## src/capture_compare_regs.svh

```systemverilog
// register offsets, field positions and reset values of the capture/compare array
`ifndef CAPTURE_COMPARE_REGS_SVH
`define CAPTURE_COMPARE_REGS_SVH

`define ADDR_MODULE_MODE_0       8'hda
`define ADDR_MODULE_MODE_1       8'hdb
`define ADDR_MODULE_MODE_2       8'hdc
`define ADDR_SHARED_COUNTER_LOW  8'hf9
`define ADDR_MODULATION_CONFIG   8'ha1
`define ADDR_COMPARE_LOW_0       8'hfb
`define ADDR_COMPARE_LOW_1       8'he9
`define ADDR_COMPARE_LOW_2       8'heb
`define ADDR_COMPARE_HIGH_0      8'hfc
`define ADDR_COMPARE_HIGH_1      8'hea
`define ADDR_COMPARE_HIGH_2      8'hec

`define BIT_WIDE_MODULATION      7
`define BIT_COMPARATOR_ENABLE    6
`define BIT_RISING_CAPTURE       5
`define BIT_FALLING_CAPTURE      4
`define BIT_MATCH_FLAG           3
`define BIT_TOGGLE               2
`define BIT_MODULATION           1
`define BIT_COMPARE_IRQ          0
`define LSB_CYCLE_LENGTH_SELECT  0

`define RESET_MODULE_MODE        8'h00
`define RESET_SHARED_COUNTER     16'h0000
`define RESET_CYCLE_LENGTH       2'h0
`define RESET_COMPARE            16'h0000
`define READ_UNMAPPED            8'h00

`define CYCLE_LEN_8              2'h0
`define CYCLE_LEN_9              2'h1
`define CYCLE_LEN_10             2'h2
`define CYCLE_LEN_11             2'h3
`define MASK_LEN_8               16'h00ff
`define MASK_LEN_9               16'h01ff
`define MASK_LEN_10              16'h03ff
`define MASK_LEN_11              16'h07ff
`define MASK_LEN_16              16'hffff

`endif

```

## src/capture_compare_pkg.sv

```systemverilog
// types shared by the capture/compare array
package capture_compare_pkg;

  // mode register layout, bit 7 down to bit 0
  typedef struct packed {
    logic wide_modulation_select;
    logic comparator_enable;
    logic rising_capture_enable;
    logic falling_capture_enable;
    logic match_flag_enable;
    logic toggle_enable;
    logic modulation_enable;
    logic compare_irq_enable;
  } module_mode_t;

  // special-function bus request
  typedef struct packed {
    logic       rd;
    logic       wr;
    logic [7:0] addr;
    logic [7:0] wdata;
  } sfr_req_t;

  // compare byte write to one module
  typedef struct packed {
    logic       wr_low;
    logic       wr_high;
    logic [7:0] data;
  } compare_write_t;

  typedef enum logic [4:0] {
    FN_IDLE        = 5'h01,
    FN_COMPARE     = 5'h02,
    FN_PWM_NARROW  = 5'h04,
    FN_PWM_WIDE    = 5'h08,
    FN_FREQ        = 5'h10
  } function_t;

endpackage : capture_compare_pkg

```

## src/capture_compare_mode_control.sv

```systemverilog
// top of the three-module capture/compare array with its register file
`timescale 1ns/100ps
`include "capture_compare_regs.svh"

module capture_compare_mode_control
  import capture_compare_pkg::*;
(
  // clock and reset
  input  wire logic       clk,
  input  wire logic       rstn,
  // special-function bus
  input  wire sfr_req_t   sfr,
  output logic [7:0]      sfr_rdata,
  // flag clears from the array control register
  input  wire logic [2:0] flag_clear,
  // module pins
  input  wire logic [2:0] module_pin_in,
  output logic [2:0]      module_pin_out,
  output logic [2:0]      module_pin_oe,
  // status
  output logic [2:0]      compare_flag,
  output logic [2:0]      compare_irq
);

  localparam logic [7:0] MODE_ADDR [3] = '{`ADDR_MODULE_MODE_0, `ADDR_MODULE_MODE_1,
                                           `ADDR_MODULE_MODE_2};
  localparam logic [7:0] LOW_ADDR  [3] = '{`ADDR_COMPARE_LOW_0, `ADDR_COMPARE_LOW_1,
                                           `ADDR_COMPARE_LOW_2};
  localparam logic [7:0] HIGH_ADDR [3] = '{`ADDR_COMPARE_HIGH_0, `ADDR_COMPARE_HIGH_1,
                                           `ADDR_COMPARE_HIGH_2};

  module_mode_t   mode_reg [3];
  logic [1:0]     cycle_len_reg;
  logic [15:0]    count_reg;
  logic [2:0]     pin_meta_reg;
  logic [2:0]     pin_sync_reg;
  logic [15:0]    compare_value [3];
  compare_write_t cmp_wr [3];

  ////////////////////////////////////////////////////////////////////////////
  // pin synchronisers
  always_ff @(posedge clk or negedge rstn) begin
    if (!rstn) begin
      pin_meta_reg <= 3'h0;
      pin_sync_reg <= 3'h0;
    end else begin
      pin_meta_reg <= module_pin_in;
      pin_sync_reg <= pin_meta_reg;
    end
  end

  ////////////////////////////////////////////////////////////////////////////
  // shared counter, free running
  always_ff @(posedge clk or negedge rstn) begin
    if (!rstn) begin
      count_reg <= `RESET_SHARED_COUNTER;
    end else if (sfr.wr && sfr.addr == `ADDR_SHARED_COUNTER_LOW) begin
      count_reg[7:0] <= sfr.wdata;
    end else begin
      count_reg <= count_reg + 16'h0001;
    end
  end

  always_ff @(posedge clk or negedge rstn) begin
    if (!rstn) begin
      cycle_len_reg <= `RESET_CYCLE_LENGTH;
    end else if (sfr.wr && sfr.addr == `ADDR_MODULATION_CONFIG) begin
      cycle_len_reg <= sfr.wdata[`LSB_CYCLE_LENGTH_SELECT +: 2];
    end
  end

  ////////////////////////////////////////////////////////////////////////////
  // per-module mode registers and channels
  for (genvar i = 0; i < 3; i++) begin : g_module
    always_ff @(posedge clk or negedge rstn) begin
      if (!rstn) begin
        mode_reg[i] <= `RESET_MODULE_MODE;
      end else if (sfr.wr && sfr.addr == MODE_ADDR[i]) begin
        mode_reg[i] <= sfr.wdata;
      end else if (sfr.wr && sfr.addr == LOW_ADDR[i]) begin
        mode_reg[i].comparator_enable <= 1'b0;
      end else if (sfr.wr && sfr.addr == HIGH_ADDR[i]) begin
        mode_reg[i].comparator_enable <= 1'b1;
      end
    end

    assign cmp_wr[i] = '{wr_low:  sfr.wr && sfr.addr == LOW_ADDR[i],
                         wr_high: sfr.wr && sfr.addr == HIGH_ADDR[i],
                         data:    sfr.wdata};

    capture_compare_channel u_channel (
      .clk           (clk),
      .rstn          (rstn),
      .mode          (mode_reg[i]),
      .cycle_len     (cycle_len_reg),
      .count         (count_reg),
      .cmp_wr        (cmp_wr[i]),
      .flag_clear    (flag_clear[i]),
      .pin_sync      (pin_sync_reg[i]),
      .pin_out       (module_pin_out[i]),
      .pin_oe        (module_pin_oe[i]),
      .flag          (compare_flag[i]),
      .irq           (compare_irq[i]),
      .compare_value (compare_value[i])
    );
  end

  ////////////////////////////////////////////////////////////////////////////
  // read data, registered one cycle after the read strobe
  always_ff @(posedge clk or negedge rstn) begin
    if (!rstn) begin
      sfr_rdata <= `READ_UNMAPPED;
    end else if (sfr.rd) begin
      unique case (sfr.addr)
        `ADDR_MODULE_MODE_0:      sfr_rdata <= mode_reg[0];
        `ADDR_MODULE_MODE_1:      sfr_rdata <= mode_reg[1];
        `ADDR_MODULE_MODE_2:      sfr_rdata <= mode_reg[2];
        `ADDR_SHARED_COUNTER_LOW: sfr_rdata <= count_reg[7:0];
        `ADDR_MODULATION_CONFIG:  sfr_rdata <= {6'h00, cycle_len_reg};
        `ADDR_COMPARE_LOW_0:      sfr_rdata <= compare_value[0][7:0];
        `ADDR_COMPARE_LOW_1:      sfr_rdata <= compare_value[1][7:0];
        `ADDR_COMPARE_LOW_2:      sfr_rdata <= compare_value[2][7:0];
        `ADDR_COMPARE_HIGH_0:     sfr_rdata <= compare_value[0][15:8];
        `ADDR_COMPARE_HIGH_1:     sfr_rdata <= compare_value[1][15:8];
        `ADDR_COMPARE_HIGH_2:     sfr_rdata <= compare_value[2][15:8];
        default:                  sfr_rdata <= `READ_UNMAPPED;
      endcase
    end
  end

  // per-module checks on what each channel drives at the pins and flags
  for (genvar j = 0; j < 3; j++) begin : g_check

  end
endmodule : capture_compare_mode_control

```

## src/capture_compare_channel.sv

```systemverilog
// one capture/compare module: capture, match, toggle, modulation, frequency output
`timescale 1ns/100ps
`include "capture_compare_regs.svh"

module capture_compare_channel
  import capture_compare_pkg::*;
(
  // clock and reset
  input  wire logic           clk,
  input  wire logic           rstn,
  // configuration
  input  wire module_mode_t   mode,
  input  wire logic [1:0]     cycle_len,
  input  wire logic [15:0]    count,
  input  wire compare_write_t cmp_wr,
  input  wire logic           flag_clear,
  // pin side, pin_sync already synchronised
  input  wire logic           pin_sync,
  output logic                pin_out,
  output logic                pin_oe,
  // status
  output logic                flag,
  output logic                irq,
  output logic [15:0]         compare_value
);

  function_t   fn;
  logic        pin_prev_reg;
  logic        rise;
  logic        fall;
  logic        cap_evt;
  logic        match16;
  logic        match_lo;
  logic        flag_set;
  logic [15:0] len_mask;

  ////////////////////////////////////////////////////////////////////////////
  // mode decode, per module only
  always_comb begin
    if (!mode.comparator_enable) begin
      fn = FN_IDLE;
    end else if (mode.toggle_enable && mode.modulation_enable) begin
      fn = FN_FREQ;
    end else if (mode.modulation_enable) begin
      fn = mode.wide_modulation_select ? FN_PWM_WIDE : FN_PWM_NARROW;
    end else begin
      fn = FN_COMPARE;
    end
  end

  always_comb begin
    unique case (cycle_len)
      `CYCLE_LEN_8:  len_mask = `MASK_LEN_8;
      `CYCLE_LEN_9:  len_mask = `MASK_LEN_9;
      `CYCLE_LEN_10: len_mask = `MASK_LEN_10;
      `CYCLE_LEN_11: len_mask = `MASK_LEN_11;
    endcase
    if (mode.wide_modulation_select) begin
      len_mask = `MASK_LEN_16;
    end
  end

  assign rise     = pin_sync & ~pin_prev_reg;
  assign fall     = ~pin_sync & pin_prev_reg;
  assign cap_evt  = (rise & mode.rising_capture_enable)
                  | (fall & mode.falling_capture_enable);
  assign match16  = mode.comparator_enable && (count == compare_value);
  assign match_lo = mode.comparator_enable && (count[7:0] == compare_value[7:0]);
  assign flag_set = cap_evt | (mode.match_flag_enable & match16);

  ////////////////////////////////////////////////////////////////////////////
  // edge history and compare register
  always_ff @(posedge clk or negedge rstn) begin
    if (!rstn) begin
      pin_prev_reg <= 1'b0;
    end else begin
      pin_prev_reg <= pin_sync;
    end
  end

  always_ff @(posedge clk or negedge rstn) begin
    if (!rstn) begin
      compare_value <= `RESET_COMPARE;
    end else if (cmp_wr.wr_low) begin
      compare_value[7:0] <= cmp_wr.data;
    end else if (cmp_wr.wr_high) begin
      compare_value[15:8] <= cmp_wr.data;
    end else if (cap_evt) begin
      compare_value <= count;
    end else if (fn == FN_FREQ && match_lo) begin
      // next half period starts one step count later
      compare_value[7:0] <= compare_value[7:0] + compare_value[15:8];
    end
  end

  ////////////////////////////////////////////////////////////////////////////
  // flag: a set in the clearing cycle wins
  always_ff @(posedge clk or negedge rstn) begin
    if (!rstn) begin
      flag <= 1'b0;
      irq  <= 1'b0;
    end else begin
      flag <= flag_set | (flag & ~flag_clear);
      irq  <= flag & mode.compare_irq_enable;
    end
  end

  ////////////////////////////////////////////////////////////////////////////
  // output pin
  always_ff @(posedge clk or negedge rstn) begin
    if (!rstn) begin
      pin_out <= 1'b0;
      pin_oe  <= 1'b0;
    end else begin
      pin_oe <= (fn != FN_IDLE) && (mode.toggle_enable || mode.modulation_enable);
      unique case (fn)
        FN_IDLE:       pin_out <= pin_out;
        FN_COMPARE:    pin_out <= pin_out ^ (mode.toggle_enable & match16);
        FN_FREQ:       pin_out <= pin_out ^ match_lo;
        FN_PWM_NARROW,
        FN_PWM_WIDE:   pin_out <= (count & len_mask) >= (compare_value & len_mask);
      endcase
    end
  end
endmodule : capture_compare_channel

```

## config.mk

```make
export PLATFORM = sky130hd
export DESIGN_NAME = capture_compare_mode_control
export DESIGN_NICKNAME = d
export VERILOG_FILES = /design/src/capture_compare_pkg.sv /design/src/capture_compare_mode_control.sv /design/src/capture_compare_channel.sv
export VERILOG_INCLUDE_DIRS = /design/src
export SDC_FILE = /design/constraint.sdc
export NUM_CORES = 1
export LEC_CHECK = 0
export BUFFER_PORTS_ARGS = -buffer_cell sky130_fd_sc_hd__buf_4
export CAP_MARGIN = 0
export CELL_PAD_IN_SITES_DETAIL_PLACEMENT = 1
export CELL_PAD_IN_SITES_GLOBAL_PLACEMENT = 1
export CORE_MARGIN = 5
export CORE_UTILIZATION = 45
export CTS_BUF_LIST = sky130_fd_sc_hd__clkbuf_8
export CTS_CLUSTER_DIAMETER = 80
export DETAILED_ROUTE_END_ITERATION = 10
export PLACE_DENSITY_LB_ADDON = 0.12
export REMOVE_ABC_BUFFERS = 1
export SLEW_MARGIN = 20
export SYNTH_ARGS = -nofsm -noshare
export SYNTH_HDL_FRONTEND = slang
export SYNTH_SLANG_ARGS = --single-unit
```

## constraint.sdc

```tcl
create_clock -name clk -period 2.4 [get_ports clk]
set_clock_uncertainty 0.1 [all_clocks]
set_input_delay 0.12 -clock clk [delete_from_list [all_inputs] [get_ports clk]]
set_output_delay 0.12 -clock clk [all_outputs]
set_load 0.005 [all_outputs]
```

After elaboration in Yosys (flattened, before gate mapping)
Index checks and enable logic that the tools add are counted.
Widths: inputs -> output; s select.

word-level totals
  bits in registers = 119
  input bits = 26
  output and inout port bits = 20
  word-level logic and storage cells = 252

operators by class
  add/sub/neg operators = 4
  magnitude comparators = 3
  eq/ne operators = 41
  muxes and demuxes = 48
  bitwise operators = 57
  reductions and logical operators = 48

operator list
  kind                   number
  $mux 8                 19
  $and 16x16->16         6
  $eq 8x8->1 const B     11
  $pmux 8 s11            1
  $pmux 16 s4            1
  $eq 16x16->1           3
  $ge 16x16->1           3
  $mux 16                3
  $mux 5                 9
  $logic_and 1x1->1      26
  $add 8x8->8            3
  $and 1x1->1            24
  $eq 8x8->1             3
  $reduce_bool 3->1      6
  $add 16x1->16 const B  1
  $eq 5x1->1 const B     3
  $eq 5x2->1 const B     3
  $eq 5x3->1 const B     3
  $eq 5x4->1 const B     3
  $eq 5x5->1 const B     3
  $ne 5x1->1 const B     3
  $mux 4                 3
  $not 1->1              12
  $reduce_and 2->1       6
  other kinds (11)       43

Longest topological paths before layout
  depth after elaboration = 10
  depth in mapped cells = 10
  depth with buffers taken out = 9

Cells and area by module
A second synthesis with hierarchy kept.

second synthesis, totals
  cell total of the unflattened synthesis = 983
  area, all modules = 8924.8 um^2

by module, submodules not included
  module                                                instances  cells an instance  area an instance (um^2)
  capture_compare_channel at g_module[1].u_channel ...  2          225                1910.6
  capture_compare_mode_control                          1          304                3184.3
  capture_compare_channel at g_module[0].u_channel      1          229                1919.3

Worst setup path after synthesis
Ideal clock, no wire load.

  path type = register to register
  start = register mode_reg[15] (netlist name)
  end = register g_module[1].u_channel.pin_out
  arrival time = 2.387 ns
  required time = 2.157 ns
  setup slack = -0.230 ns
  stages on the path, launching flop included = 11
  path buffers = 2
  period minus slack after synthesis = 2.630 ns
  path through = dfrtp_1 -> clkbuf_1 -> clkbuf_1 -> o21ai_0 -> ha_1 -> a21o_1 -> a21o_1 -> a2111oi_0 -> a21oi_1 -> a2111oi_0 -> o22ai_1

on the way
  cells in the longest elaborated chain, start to end = 7
  elaborated cells on any way between the ends = 15
  classes of those cells = order compare: 1; eq/ne: 5; mux: 6; bitwise: 2; reduce/logical: 1

ends and longest elaborated chain
  item                                                  line                                source
  start: declaration                                    capture_compare_mode_control.sv:32  module_mode_t mode_reg [3];
  start signal: indexed assignment                      capture_compare_mode_control.sv:77  mode_reg[i] <= `RESET_MODULE_MODE;
  start signal: indexed assignment                      capture_compare_mode_control.sv:79  mode_reg[i] <= sfr.wdata;
  branches (longest 7 deep; another with $ge 16x16->1)  -
  end signal: assignment                                capture_compare_channel.sv:117      FN_IDLE: pin_out <= pin_out;
  end signal: assignment                                capture_compare_channel.sv:118      FN_COMPARE: pin_out <= pin_out ^ (mode.toggle_enable & match16);
  end signal: assignment                                capture_compare_channel.sv:119      FN_FREQ: pin_out <= pin_out ^ match_lo;
  end: declaration                                      capture_compare_channel.sv:19       output logic pin_out,

Several ways; the timed one is not identified.
A chain may end at the register's enable or synchronous reset.

Worst setup path after layout
  start = register cycle_len_reg[1]
  end = register g_module[0].u_channel.pin_out

on the way
  cells in the longest elaborated chain, start to end = 6
  elaborated cells on any way between the ends = 10
  classes of those cells = order compare: 1; eq/ne: 3; mux: 3; bitwise: 2; reduce/logical: 1

ends and longest elaborated chain
  item                                line                                source
  start: declaration                  capture_compare_mode_control.sv:33  logic [1:0] cycle_len_reg;
  start signal: assignment            capture_compare_mode_control.sv:66  cycle_len_reg <= `RESET_CYCLE_LENGTH;
  start signal: assignment            capture_compare_mode_control.sv:68  cycle_len_reg <= sfr.wdata[`LSB_CYCLE_LENGTH_SELECT +: 2];
  $eq 2x2->1 (tied with other cells)  capture_compare_channel.sv:52       unique case (cycle_len)
  $pmux 16 s4 (*)                     capture_compare_channel.sv:52
  $mux 16 (*)                         capture_compare_channel.sv:58       if (mode.wide_modulation_select) begin
  $and 16x16->16                      capture_compare_channel.sv:121      FN_PWM_WIDE: pin_out <= (count & len_mask) >= (compare_value & len_mask);
  $ge 16x16->1 (*)                    capture_compare_channel.sv:121
  $pmux 1 s3 (*)                      capture_compare_channel.sv:116      unique case (fn)
  end signal: assignment              capture_compare_channel.sv:117
  end signal: assignment              capture_compare_channel.sv:118
  end signal: assignment              capture_compare_channel.sv:121
  end: declaration                    capture_compare_channel.sv:19

Every way passes the cells marked *; elsewhere a longest branch is shown, timed or not. The select of a mux whose other input is x is not followed.

==> summary.txt <==
Most frequent cell after synthesis -> sky130_fd_sc_hd__dfrtp_1
Fraction of post-synthesis cell area in the top cell type by area -> 32.7%
Number of warning messages in the yosys log -> 0
Worst r2r src -> cycle_len_reg[1]
Flip-flop count of the largest register after layout -> 48
Worst setup path start -> cycle_len_reg[1]
Run status -> completed
DRT iter0 DRCs -> 652
DRT Wirelength -> 35,300 um
Share of post-route cells with drive strength above 1 -> 23.6%
Share of the synthesized netlist area taken by xor and xnor gates -> 5.01%
Worst setup path category -> reg2reg
Number of distinct library cells after synthesis -> 88
Highest clock frequency the design can meet -> 418 MHz
GPL Wtd Cong -> 0.972
Gr ovfl total -> 0
Required time of the worst setup path -> 2.68 ns
Count of H-tree levels built during CTS -> 4
Worst rel slew slack -> 51.5%
Share of synthesized area spent on multiplexers -> 6.19%
Final HPWL DP -> 26,900 um
Number of buffer cells added on primary ports -> 45
Worst setup SP type -> flop
Horizontal die dimension -> 152 um
Fraction of the mapped netlist area in compound gates -> 21.5%
Leak pwr -> 4.92 nW
Place WS -> -0.173 ns
Effective utilization at floorplan -> 45.4%
Fraction of registers with async set/reset -> 100%
Share of synthesized area occupied by flip-flops and latches -> 32.7%
Synth area leaders -> sky130_fd_sc_hd__dfrtp_1, sky130_fd_sc_hd__ha_1, sky130_fd_sc_hd__nand2_1, sky130_fd_sc_hd__o21ai_0, sky130_fd_sc_hd__xnor2_1
Final max-slew violation count -> 0
Number of register bits inferred by synthesis -> 119
Final count of hold timing violations -> 0
Worst Path Arrival -> 2.68 ns
Gr usage total -> 30.4%
Top cells by count, synth -> sky130_fd_sc_hd__dfrtp_1, sky130_fd_sc_hd__nand2_1, sky130_fd_sc_hd__o21ai_0
Final min period -> 2.39 ns
Critical path peak fanout -> 6
Vertical die dimension -> 152 um
Synth Area in Adders -> 10.3%
Worst-margin pin slew -> 0.728 ns
TritonCTS clock tree -> done
Max rail drop VDD -> 0.545 mV
Flip-flop cell with the highest count after synthesis -> sky130_fd_sc_hd__dfrtp_1
Number of antenna repair diodes -> 0
Global-route wire length before repair -> 54,100 um
Number of standard cells after synthesis -> 1,018
Clk slew on worst S/H paths -> 0.08 ns
Growth of design area from synthesis to finish -> 21.1%
Post-synth top area cell -> sky130_fd_sc_hd__dfrtp_1
Setup repair after global routing missed its margin -> yes
Netlist area before placement -> 9090 sq um
DRC violations left -> 0
Launch point of the worst hold path -> sfr[16]
Simple-Gate Fraction of Synth Area -> 17.6%
Inserted Clock Buffers -> 17
Mean cell area of the mapped netlist -> 8.93 sq um
Class of the worst hold path -> in2reg
Die Outline Area -> 23,200 sq um
Finish-stage setup viols -> 0
Power per standard cell area -> 786 nW/um^2
Post-route antenna net violation count -> 0
WL per Instance -> 24.7 um
Max-Cap Viols -> 0
I/O Pins -> 46
CP Capture Type -> flop
Clock tree buffer depth -> 2
Number of nets in the final layout -> 1,246
Number of enable flip-flop cells after synthesis -> 0
Core Region -> 20,000 sq um
Combinational family with the most area after synthesis -> compound AO/OA/AOI/OAI gates
Initial DRT Pass Iterations -> 5
Clock Latency Late Sink -> 0.45 ns
Row Count -> 52
Largest net degree at the start of global routing -> 57
Initial antenna violation count -> 0
Clock Tree Root -> sky130_fd_sc_hd__clkbuf_8
Finished layout cell area -> 11,000 sq um
Via total after detailed routing -> 8,657
Fin crit share -> 99.8%
Via density -> 6.05
Via count of the first global-routing pass -> 8,816
Setup slack after layout -> 0.00507 ns
Cell area reported after detailed placement -> 10,300 sq um
Count of clock tree sinks -> 119
## worst paths after layout
| check | end | slack, ns | depth (start not counted) |
|---|---|---|---|
| worst min register to register | pin_sync_reg[1] | 0.26 | 0 |
| worst max register to register | g_module[0].u_channel.pin_out | 0.005 | 10 |
| min in group asynchronous | count_reg[12] | 0.11 | 2 |
| worst max-delay path | g_module[0].u_channel.pin_out | 0.005 | 10 |
| max in group asynchronous | mode_reg[6] | 1.26 | 3 |
| worst min-delay path | cycle_len_reg[0] | 0.09 | 3 |
## timing repair
action	CTS	global route
hold buffers	16	0
hold endpoints to repair	126	0
cloned	0	0
endpoints found under the setup margin	3	21
buffers inserted	0	7
pin swaps	2	11
gates resized for setup	10	28
## layer usage
metal  vias to the layer above  GRT usage, %  part of all wire (%)
li1                       3944             -                     -
met1                      4316          41.1                    44
met2                       328          48.2                    46
met3                        69          6.22                   6.7
met4                         0          11.5                   3.8
met5                         -             0                     0
## critical path: stages (launching register included)
cell and delay, ns:
sky130_fd_sc_hd__dfrtp_2 0.45, sky130_fd_sc_hd__and2_4 0.18, sky130_fd_sc_hd__buf_4 0.14, sky130_fd_sc_hd__o21a_1 0.17, sky130_fd_sc_hd__ha_2 0.33, sky130_fd_sc_hd__nand4_1 0.11, sky130_fd_sc_hd__or3_1 0.35, sky130_fd_sc_hd__o21ai_2 0.14
sky130_fd_sc_hd__buf_4 0.14, sky130_fd_sc_hd__o221ai_2 0.08, sky130_fd_sc_hd__a21oi_1 0.14
## cells in the final DEF, fill, tap and decap left out, types with 25 or more instances in the layout
master                    instances
sky130_fd_sc_hd__inv_1           50
sky130_fd_sc_hd__o22ai_1         25
sky130_fd_sc_hd__buf_4          158
sky130_fd_sc_hd__ha_1            69
sky130_fd_sc_hd__o21ai_0         67
sky130_fd_sc_hd__nor2_1          60
sky130_fd_sc_hd__a21oi_1         56
sky130_fd_sc_hd__nand2_1        114
sky130_fd_sc_hd__mux2i_1         27
sky130_fd_sc_hd__mux2_2          26
sky130_fd_sc_hd__dfrtp_1        112
sky130_fd_sc_hd__xnor2_1         41
## kinds of logic after synthesis
| group | Yosys count |
|---|---|
| multiplexers | 53 |
| AND/OR/NAND/NOR | 302 |
| buffers and inverters | 122 |
| flip-flops | 119 |
| AO/OA/AOI/OAI | 297 |
| XOR/XNOR | 52 |
| adder cells (fa/ha/maj) | 73 |
## area by class of cell
cell class,instances,area (sq um)
timing repair buffer,183,1500
sequential,119,2990
tap,270,338
multi-input combinational,777,5610
fill,2388,9020
inverter,49,184
clock inverter,14,150
clock buffer,18,248
## metrics by stage
stage          utilization (%)  hold WS (ns)  std cells  total power [mW]  setup TNS (ns)
2_1_floorplan                -        -0.276        945              4.76         -0.0889
3_5_place_dp              51.3        0.0393       1375              6.52          -0.289
4_1_cts                   54.2        0.0613       1423              8.48               0
5_1_grt                   55.0        0.0912       1430              9.17         -0.0808
3_3_place_gp              51.3        0.0449       1375              6.39          -0.219
6_report                  55.0        0.0905       1430              8.66               0
## power breakdown
group / leakage [nW] / switching, mW / internal, mW / total, mW
Combinational: 3.20 / 2.13 / 1.82 / 3.94
Sequential: 1.52 / 0.490 / 2.32 / 2.81
Clock: 0.201 / 0.947 / 0.956 / 1.90
Total: 4.92 / 3.56 / 5.10 / 8.66
(Power assumes the default switching activity.)
